[src/rtl/phy_stat_pkg.sv]
// Purpose: constants and carriers for the management status block
// Assumes: 200 MHz core clock, 100 Mb/s bit time
// Notes: offsets are management register numbers
package phy_stat_pkg;

   // ----------------------------------------
   // register map
   // ----------------------------------------
   localparam logic [4:0] CTRL_ADDR = 5'h00;
   localparam logic [4:0] STAT_ADDR = 5'h01;
   localparam logic [15:0] CTRL_RESET = 16'h0000;
   localparam logic [15:0] STAT_RESET = 16'h7809;
   localparam int CTRL_LOOP_BIT = 14;
   localparam int CTRL_COLT_BIT = 7;
   localparam int STAT_T4_BIT = 15;
   localparam int STAT_CAP_LSB = 11;
   localparam int STAT_CAP_W = 4;
   localparam int STAT_PRE_BIT = 6;
   localparam int STAT_AND_BIT = 5;
   localparam int STAT_RF_BIT = 4;
   localparam int STAT_ANA_BIT = 3;
   localparam int STAT_LINK_BIT = 2;
   localparam int STAT_JAB_BIT = 1;
   localparam int STAT_EXT_BIT = 0;

   // ----------------------------------------
   // timing
   // ----------------------------------------
   localparam int BIT_TIME_PS = 10000;
   localparam int CLK_PERIOD_PS = 5000;
   localparam int COL_ON_BT = 512;
   localparam int COL_OFF_BT = 4;
   // longest times round down
   localparam int COL_ON_CYC =
      COL_ON_BT * BIT_TIME_PS / CLK_PERIOD_PS;
   localparam int COL_OFF_CYC =
      COL_OFF_BT * BIT_TIME_PS / CLK_PERIOD_PS;

   // ----------------------------------------
   // carriers
   // ----------------------------------------
   typedef struct packed {
      logic rd;
      logic wr;
      logic [4:0] addr;
      logic [15:0] wdata;
   } mgmt_req_t;

   typedef struct packed {
      logic an_enable;
      logic an_done;
      logic remote_fault;
      logic link_ok;
      logic jabber;
   } stat_ev_t;

endpackage : phy_stat_pkg

[src/rtl/phy_stat_regs.sv]
// Purpose: control bit 7, reserved bits and status register
// Assumes: framing done outside; req is on clk
// Notes: tx_en and tx_clk are pins, synchronised here
`timescale 1ns/1ps

module phy_stat_regs (
   input wire logic clk,
   input wire logic resetn,
   input phy_stat_pkg::mgmt_req_t req,
   input wire logic override_writable,
   input phy_stat_pkg::stat_ev_t ev,
   input wire logic tx_en,
   input wire logic tx_clk,
   output logic [15:0] rdata,
   output logic rvalid,
   output logic col
);

   // ----------------------------------------
   // decode
   // ----------------------------------------
   function automatic logic hit(
      input logic [4:0] a,
      input logic [4:0] t
   );
      hit = (a == t);
   endfunction : hit

   wire logic ctrl_sel;
   wire logic stat_sel;
   wire logic stat_rd;
   wire logic ctrl_wr;
   wire logic cap_wr;
   assign ctrl_sel = hit(req.addr, phy_stat_pkg::CTRL_ADDR);
   assign stat_sel = hit(req.addr, phy_stat_pkg::STAT_ADDR);
   // only register one reaches the status bits
   assign stat_rd = req.rd & stat_sel;
   assign ctrl_wr = req.wr & ctrl_sel;
   // override writable bits ignore writes unless enabled
   assign cap_wr = req.wr & stat_sel & override_writable;

   // ----------------------------------------
   // control bits
   // ----------------------------------------
   logic loop_q;
   logic col_test_q;

   always_ff @(posedge clk or negedge resetn) begin
      if (!resetn) begin
         loop_q <=
            phy_stat_pkg::CTRL_RESET[phy_stat_pkg::CTRL_LOOP_BIT];
         col_test_q <=
            phy_stat_pkg::CTRL_RESET[phy_stat_pkg::CTRL_COLT_BIT];
      end else if (ctrl_wr) begin
         loop_q <= req.wdata[phy_stat_pkg::CTRL_LOOP_BIT];
         col_test_q <= req.wdata[phy_stat_pkg::CTRL_COLT_BIT];
      end
   end

   wire logic [15:0] ctrl_view;
   // reserved low bits are never stored, so they read zero
   assign ctrl_view = {1'b0, loop_q, 6'h00, col_test_q,
                       7'h00};

   // ----------------------------------------
   // pin synchronisers
   // ----------------------------------------
   logic txen_s1_q;
   logic txen_s2_q;
   logic txclk_s1_q;
   logic txclk_s2_q;
   logic txclk_s3_q;

   always_ff @(posedge clk or negedge resetn) begin
      if (!resetn) begin
         txen_s1_q <= 1'b0;
         txen_s2_q <= 1'b0;
         txclk_s1_q <= 1'b0;
         txclk_s2_q <= 1'b0;
         txclk_s3_q <= 1'b0;
      end else begin
         txen_s1_q <= tx_en;
         txen_s2_q <= txen_s1_q;
         txclk_s1_q <= tx_clk;
         txclk_s2_q <= txclk_s1_q;
         txclk_s3_q <= txclk_s2_q;
      end
   end

   wire logic txclk_rise;
   assign txclk_rise = txclk_s2_q & ~txclk_s3_q;

   // ----------------------------------------
   // collision test path
   // ----------------------------------------
   // tx_en is taken at a link clock edge, as the MAC launches it;
   // the fall is seen at once so COL drops well inside 4 bit times.
   // loopback does not gate this path.
   logic armed_q;
   logic col_q;
   wire logic armed_d;
   wire logic col_d;
   assign armed_d = txen_s2_q & (armed_q | txclk_rise);
   assign col_d = col_test_q & armed_d;

   always_ff @(posedge clk or negedge resetn) begin
      if (!resetn) begin
         armed_q <= 1'b0;
         col_q <= 1'b0;
      end else begin
         armed_q <= armed_d;
         col_q <= col_d;
      end
   end

   assign col = col_q;

   // ----------------------------------------
   // status: writable capability bits
   // ----------------------------------------
   logic [phy_stat_pkg::STAT_CAP_W-1:0] cap_q;
   logic pre_q;

   always_ff @(posedge clk or negedge resetn) begin
      if (!resetn) begin
         cap_q <= phy_stat_pkg::STAT_RESET[
            phy_stat_pkg::STAT_CAP_LSB +: phy_stat_pkg::STAT_CAP_W];
         pre_q <=
            phy_stat_pkg::STAT_RESET[phy_stat_pkg::STAT_PRE_BIT];
      end else if (cap_wr) begin
         cap_q <= req.wdata[
            phy_stat_pkg::STAT_CAP_LSB +: phy_stat_pkg::STAT_CAP_W];
         pre_q <= req.wdata[phy_stat_pkg::STAT_PRE_BIT];
      end
   end

   // ----------------------------------------
   // status: latching flags
   // ----------------------------------------
   // index 2 negotiation done, 1 remote fault, 0 jabber
   wire logic [2:0] hi_live;
   assign hi_live = {ev.an_enable & ev.an_done,
                     ev.remote_fault,
                     ev.jabber};

   logic [2:0] hi_flag_q;
   genvar gi;
   generate
      for (gi = 0; gi < 3; gi++) begin : g_hi_flag
         // a read reloads the live level, so an event in the
         // read cycle is kept rather than lost
         always_ff @(posedge clk or negedge resetn) begin
            if (!resetn) begin
               hi_flag_q[gi] <= 1'b0;
            end else if (stat_rd) begin
               hi_flag_q[gi] <= hi_live[gi];
            end else begin
               hi_flag_q[gi] <= hi_flag_q[gi] | hi_live[gi];
            end
         end
      end
   endgenerate

   logic link_q;
   always_ff @(posedge clk or negedge resetn) begin
      if (!resetn) begin
         link_q <= 1'b0;
      end else if (stat_rd) begin
         link_q <= ev.link_ok;
      end else begin
         link_q <= link_q & ev.link_ok;
      end
   end

   // ----------------------------------------
   // read data
   // ----------------------------------------
   // reserved status bits 10:7 are not stored and read zero
   wire logic [15:0] stat_view;
   assign stat_view = {1'b0,
                       cap_q,
                       4'h0,
                       pre_q,
                       hi_flag_q[2],
                       hi_flag_q[1],
                       1'b1,
                       link_q,
                       hi_flag_q[0],
                       1'b1};

   wire logic [15:0] rd_mux;
   assign rd_mux = stat_sel ? stat_view :
                   ctrl_sel ? ctrl_view : 16'h0000;

   logic [15:0] rdata_q;
   logic rvalid_q;
   always_ff @(posedge clk or negedge resetn) begin
      if (!resetn) begin
         rdata_q <= 16'h0000;
         rvalid_q <= 1'b0;
      end else begin
         rvalid_q <= req.rd;
         if (req.rd) begin
            rdata_q <= rd_mux;
         end
      end
   end

   assign rdata = rdata_q;
   assign rvalid = rvalid_q;

   // ----------------------------------------
   // checks
   // ----------------------------------------
   localparam int col_on_max = phy_stat_pkg::COL_ON_CYC;
   localparam int col_off_max = phy_stat_pkg::COL_OFF_CYC;
   wire logic ctrl_rd;
   assign ctrl_rd = req.rd & ctrl_sel;

   property p_col_idle;
      @(posedge clk) disable iff (!resetn)
      !col_test_q |=> !col;
   endproperty
   a_col_idle: assert property (p_col_idle)
      else $error("col driven with collision test off");

   // cycles spent waiting for col; a link clock that never rises
   // while tx_en is high never arms the path, and this counter reports it
   logic [10:0] col_wait_q;
   always_ff @(posedge clk or negedge resetn) begin
      if (!resetn) begin
         col_wait_q <= 11'h000;
      end else if (col_test_q && txen_s2_q && !col_q) begin
         col_wait_q <= col_wait_q + 11'h001;
      end else begin
         col_wait_q <= 11'h000;
      end
   end

   property p_col_on;
      @(posedge clk) disable iff (!resetn)
      col_wait_q < 11'(col_on_max);
   endproperty
   a_col_on: assert property (p_col_on)
      else $error("col not asserted in time");

   property p_col_follow;
      @(posedge clk) disable iff (!resetn)
      col |-> $past(txen_s2_q) && $past(col_test_q);
   endproperty
   a_col_follow: assert property (p_col_follow)
      else $error("col without tx enable");

   property p_col_off;
      @(posedge clk) disable iff (!resetn)
      $fell(tx_en) |-> ##[0:col_off_max] !col;
   endproperty
   a_col_off: assert property (p_col_off)
      else $error("col held after tx enable fell");

   property p_ctrl_rsv;
      @(posedge clk) disable iff (!resetn)
      ctrl_rd |=> rvalid && rdata[6:0] == 7'h00;
   endproperty
   a_ctrl_rsv: assert property (p_ctrl_rsv)
      else $error("control reserved bits not zero");

   property p_fixed_bits;
      @(posedge clk) disable iff (!resetn)
      stat_rd |=> !rdata[15] && rdata[3] && rdata[0]
                  && rdata[10:7] == 4'h0;
   endproperty
   a_fixed_bits: assert property (p_fixed_bits)
      else $error("fixed status bits wrong");

   property p_cap_hold;
      @(posedge clk) disable iff (!resetn)
      (req.wr && stat_sel && !override_writable) |=>
         $stable(cap_q) && $stable(pre_q);
   endproperty
   a_cap_hold: assert property (p_cap_hold)
      else $error("override bits written while locked");

   property p_hi_keep;
      @(posedge clk) disable iff (!resetn)
      (ev.jabber && !stat_rd) ##1 !stat_rd [*2] |->
         hi_flag_q[0];
   endproperty
   a_hi_keep: assert property (p_hi_keep)
      else $error("jabber flag lost before read");

   property p_lo_keep;
      @(posedge clk) disable iff (!resetn)
      (!ev.link_ok && !stat_rd) ##1 (ev.link_ok && !stat_rd)
         |=> !link_q;
   endproperty
   a_lo_keep: assert property (p_lo_keep)
      else $error("link flag recovered without read");

   property p_an_off;
      @(posedge clk) disable iff (!resetn)
      (stat_rd && !ev.an_enable) |=> !hi_flag_q[2];
   endproperty
   a_an_off: assert property (p_an_off)
      else $error("negotiation done set while disabled");

   property p_rf_read;
      @(posedge clk) disable iff (!resetn)
      (stat_rd && hi_flag_q[1]) |=> rdata[phy_stat_pkg::STAT_RF_BIT];
   endproperty
   a_rf_read: assert property (p_rf_read)
      else $error("remote fault not reported");

   c_col_test: cover property (@(posedge clk)
      disable iff (!resetn) col_test_q && loop_q && col);
   c_cap_write: cover property (@(posedge clk)
      disable iff (!resetn) cap_wr);
   c_jab_clear: cover property (@(posedge clk)
      disable iff (!resetn) stat_rd && hi_flag_q[0] ##1 !hi_flag_q[0]);
   c_link_up: cover property (@(posedge clk)
      disable iff (!resetn) stat_rd && ev.link_ok ##1 link_q);

endmodule : phy_stat_regs

[config.mk]
export PLATFORM = sky130hd
export DESIGN_NAME = phy_stat_regs
export DESIGN_NICKNAME = d
export VERILOG_FILES = /design/src/rtl/phy_stat_pkg.sv /design/src/rtl/phy_stat_regs.sv
export SDC_FILE = /design/constraint.sdc
export NUM_CORES = 1
export LEC_CHECK = 0
export BUFFER_PORTS_ARGS = -buffer_cell sky130_fd_sc_hd__buf_2
export CAP_MARGIN = 20
export CORE_MARGIN = 2
export CORE_UTILIZATION = 35
export DETAILED_ROUTE_END_ITERATION = 7
export PLACE_DENSITY = 0.66
export SETUP_SLACK_MARGIN = 0.02
export SKIP_CTS_REPAIR_TIMING = 1
export SYNTH_ARGS = -nofsm -noshare
export SYNTH_HDL_FRONTEND = slang
export SYNTH_SLANG_ARGS = --single-unit
[constraint.sdc]
create_clock -name clk -period 1.15 [get_ports clk]
set_input_delay 0.115 -clock clk [delete_from_list [all_inputs] [get_ports clk]]
set_output_delay 0.115 -clock clk [all_outputs]
set_load 0.01 [all_outputs]
==> results by stage <==
Critical path:
- The worst-path maximum fanout is 3.
- The worst reg2reg path depth is 3.
- The kind of critical path is reg2out.
- Traced cell by cell, the critical path runs through buf_2.
- STA puts the critical path data arrival time at 870 ps.
- STA puts the critical path data required time at 1030 ps.
- The worst setup path is captured at an output port.
- The critical path startpoint category is a register.
- In this run the number of cells on the critical path is 1.
- The master of the slowest instance on the critical path is sky130_fd_sc_hd__dfrtp_1.
- The longest individual stage delay on the worst path is 400 ps.
- The cell family contributing the most delay on the critical path is flip-flops.
- Together, buffers and inverters on the worst path number 1.

Job:
- The reported max-cap violation count is 0.

Floorplan:
- For this design the top-level I/O count stands at 51.
- Measured along the x axis, the die boundary spans 61.3 um.
- The die covers approximately 3800 sq um.
- The total number of placement rows is 20.
- The total area inside the core boundary comes to 3080 sq um.
- The height of the die is 61.3 um.
- The effective utilization at floorplan is a little under two fifths.

Logic synthesis:
- For this run, the number of Yosys warnings is 0.
- The cell area after synthesis is 1150 sq um.
- In this run the mean area of a mapped cell was 12.6 sq um.
- Summing the sequential cell areas from Yosys gives 65.7% of the chip area.
- Counting flops and latches in the post-synthesis netlist gives 30.
- In this run, distinct cell masters in the synthesized netlist total 21.
- The cell count after synthesis came out at between 90 and 100.

Hold path:
- Counting instances, the worst hold path has a depth of 2.
- The path class of the lowest-slack min-delay path is in2reg.

Final layout:
- The layout has 307 filler cells.
- Excluding fillers, the count of instances in the completed layout stands at 183.
- The commonest non-fill, non-tap cell in the layout is sky130_fd_sc_hd__buf_2.
- Compared with the post-synthesis result, the final layout area differs by 29.1%.
- The repair_antennas step left the layout with diodes totalling 0.
- Leaving out fill and tap cells, the most frequent cells in the layout are 36 x sky130_fd_sc_hd__buf_2, 26 x sky130_fd_sc_hd__dfrtp_1, 12 x sky130_fd_sc_hd__inv_1.
- After routing the design area is 1480 sq um.
- The final layout contains 171 nets.
- In the final layout, the multi-input gates occupy about 320 sq um.
- The register with the most flip-flops in the layout has 11 of them.
- The share of post-route cells with drive strength above 1 is 43.2%.
- The register area is 756 sq um.

Power:
- For this design the static power due to leakage is a little over 0.7 nW.
- Power spread over the standard cell area amounts to 1340 nW/um^2.
- IR analysis of the VDD net gives a maximum drop of 0.000719 V.
- Summing internal, switching and leakage power gives 1.98 mW.

Clocking:
- The clock insertion delay at the later pin of the skew report is 330 ps.
- The clock net in this run drives a total of 30 sinks.
- The clock tree buffer depth is 2.
- The clock root buffer master is sky130_fd_sc_hd__clkbuf_4.
- The clock-pin slew of the registers on the worst-case setup and hold paths is 90 ps.
- The TritonCTS clock tree is built.
- The H-tree was split into 2 levels.
- The total CTS buffers is 5.

STA:
- The final number of hold-violating endpoints is 0.
- For the final database, setup skew stands at between 3 and 4 ps.
- Setup repair after global routing left no endpoint under its margin.
- The final clock period utilization by the worst path is 85.5%.
- The final number of max-transition violations is 0.
- The total negative slack is 0 ps.
- Subtracting the final worst setup slack from the clock period gives approximately 980 ps.
- Based on the critical path, the design can be clocked at up to 1020 MHz.
- Setup violations remaining at the end of the flow were counted as 0.
- The tightest hold path in the finished design has a slack of 12.3 ps.

Detailed routing:
- The number of design rule violations left after detail routing is 0.
- The number of violations reported at the end of detailed-routing iteration 0 is 10.
- Dividing the detail-routed via count by the number of cells gives 4.39.
- After detailed routing, the average wire length per cell comes to around 12 um.
- The final layout contains routed wiring with a total length of 2140 um.
- In this run the remaining antenna-violating nets after routing total 0.
- The total via count in the routed design is roughly 800.
- The number of search-and-repair iterations in the first detailed-routing pass is 4.

GRT:
- Summed over all layers, the global routing overflow is 0.
- The via count of the first global-routing pass is 840.
- The first global-routing pass estimated ~3500 um of wire.
- The initial antenna violation count was 0.
- Entering global routing, the biggest net connects 31 pins.
- The combined global-route utilization of all metal layers is 13.4%.

Place:
- In this run, placement finished with an instance count of 170.
- Routability-driven placement finished with a final weighted congestion of around 0.72.
- Once detailed placement completed, the half-perimeter wirelength came to approximately 1600 um.
- The number of buffers inserted by port buffering is 36.
- In this run the cell area measured after placement is 1370 sq um.

Run status:
- The flow ran to the end, and the final reports show no timing, DRC or antenna violations.
==> cell families after synthesis <==
kind of cell           count (synthesis)  share of synthesized area, %
muxes                                  8                          7.83
DFF                                   30                          65.7
other                                  1                         0.326
and+or+nand+nor                       17                          9.25
AOI/OAI and AO/OA                     16                          9.03
buffers and inverters                 19                          7.83
==> metal layers <==
metal	part of all wire [%]	GRT usage (%)
met1	41	14.4
met3	6.7	4.83
met5	0	0
met4	2.4	7.45
met2	50	22.9
==> synth_stat cells <==
master                     instances  area, sq um
sky130_fd_sc_hd__clkbuf_1          2         7.51
sky130_fd_sc_hd__a22o_1            1         8.76
sky130_fd_sc_hd__inv_1            12         45.0
sky130_fd_sc_hd__o22ai_1           8         50.1
sky130_fd_sc_hd__nor2b_1           1         6.26
sky130_fd_sc_hd__and2_1            1         6.26
sky130_fd_sc_hd__nand3_1           2         10.0
sky130_fd_sc_hd__o21ai_0           3         15.0
sky130_fd_sc_hd__nand4b_1          1         8.76
sky130_fd_sc_hd__a21boi_0          1         7.51
sky130_fd_sc_hd__mux2_2            8         90.1
sky130_fd_sc_hd__o21a_1            1         7.51
sky130_fd_sc_hd__a21o_1            2         15.0
sky130_fd_sc_hd__dfstp_2           4          105
sky130_fd_sc_hd__nand3b_1          1         7.51
sky130_fd_sc_hd__nand2_1           9         33.8
sky130_fd_sc_hd__nor4_4            1         21.3
sky130_fd_sc_hd__nand4_2           1         12.5
sky130_fd_sc_hd__conb_1            1         3.75
sky130_fd_sc_hd__dfrtp_1          26          651
sky130_fd_sc_hd__buf_4             5         37.5
==> worst reg2reg max path, stage by stage (launching register included) <==
cell and delay [ps]:
sky130_fd_sc_hd__dfstp_2 540, sky130_fd_sc_hd__mux2_2 130, sky130_fd_sc_hd__nand3_1 70, sky130_fd_sc_hd__o21ai_0 120
==> power breakdown <==
group	leakage (nW)	switching, mW	internal [mW]
Clock	0.0353	0.343	0.296
Sequential	0.371	0.0287	1.13
Combinational	0.322	0.0896	0.0975
==> worst paths after layout <==
| path | from | end | slack, ps |
|---|---|---|---|
| setup reg to reg | cap_q[3]$_DFFE_PN1P_ | rdata[14]$_DFFE_PN0P_ | 200 |
| hold / removal | ev[3] | hi_flag_q[2]$_DFF_PN0_ | 10 |
| max in group asynchronous | resetn | cap_q[2]$_DFFE_PN1P_ | 530 |
| min in group asynchronous | resetn | pre_q$_DFFE_PN0P_ | 310 |
| hold reg to reg | txen_s1_q$_DFF_PN0_ | txen_s2_q$_DFF_PN0_ | 360 |
| setup / recovery | rdata[3]$_DFFE_PN0P_ | rdata[3] | 170 |
==> per-stage QoR <==
stage | setup WS [ps] | utilization, %
2_1_floorplan | 41.8 | -
3_3_place_gp | -122 | 44.6
3_5_place_dp | -172 | 44.6
4_1_cts | 144 | 46.6
5_1_grt | 95.0 | 48.2
6_report | 167 | 48.2
==> cell type report <==
cell class,instances,share of cell area [%]
well taps,44,3.71
inverters,12,3.04
clock inverters,1,0.337
clock buffers,7,3.71
repair buffers,44,17.0
multi-input cells,45,21.2
flip-flops and latches,30,50.9
Note: power is estimated with default switching activity, not from simulation.
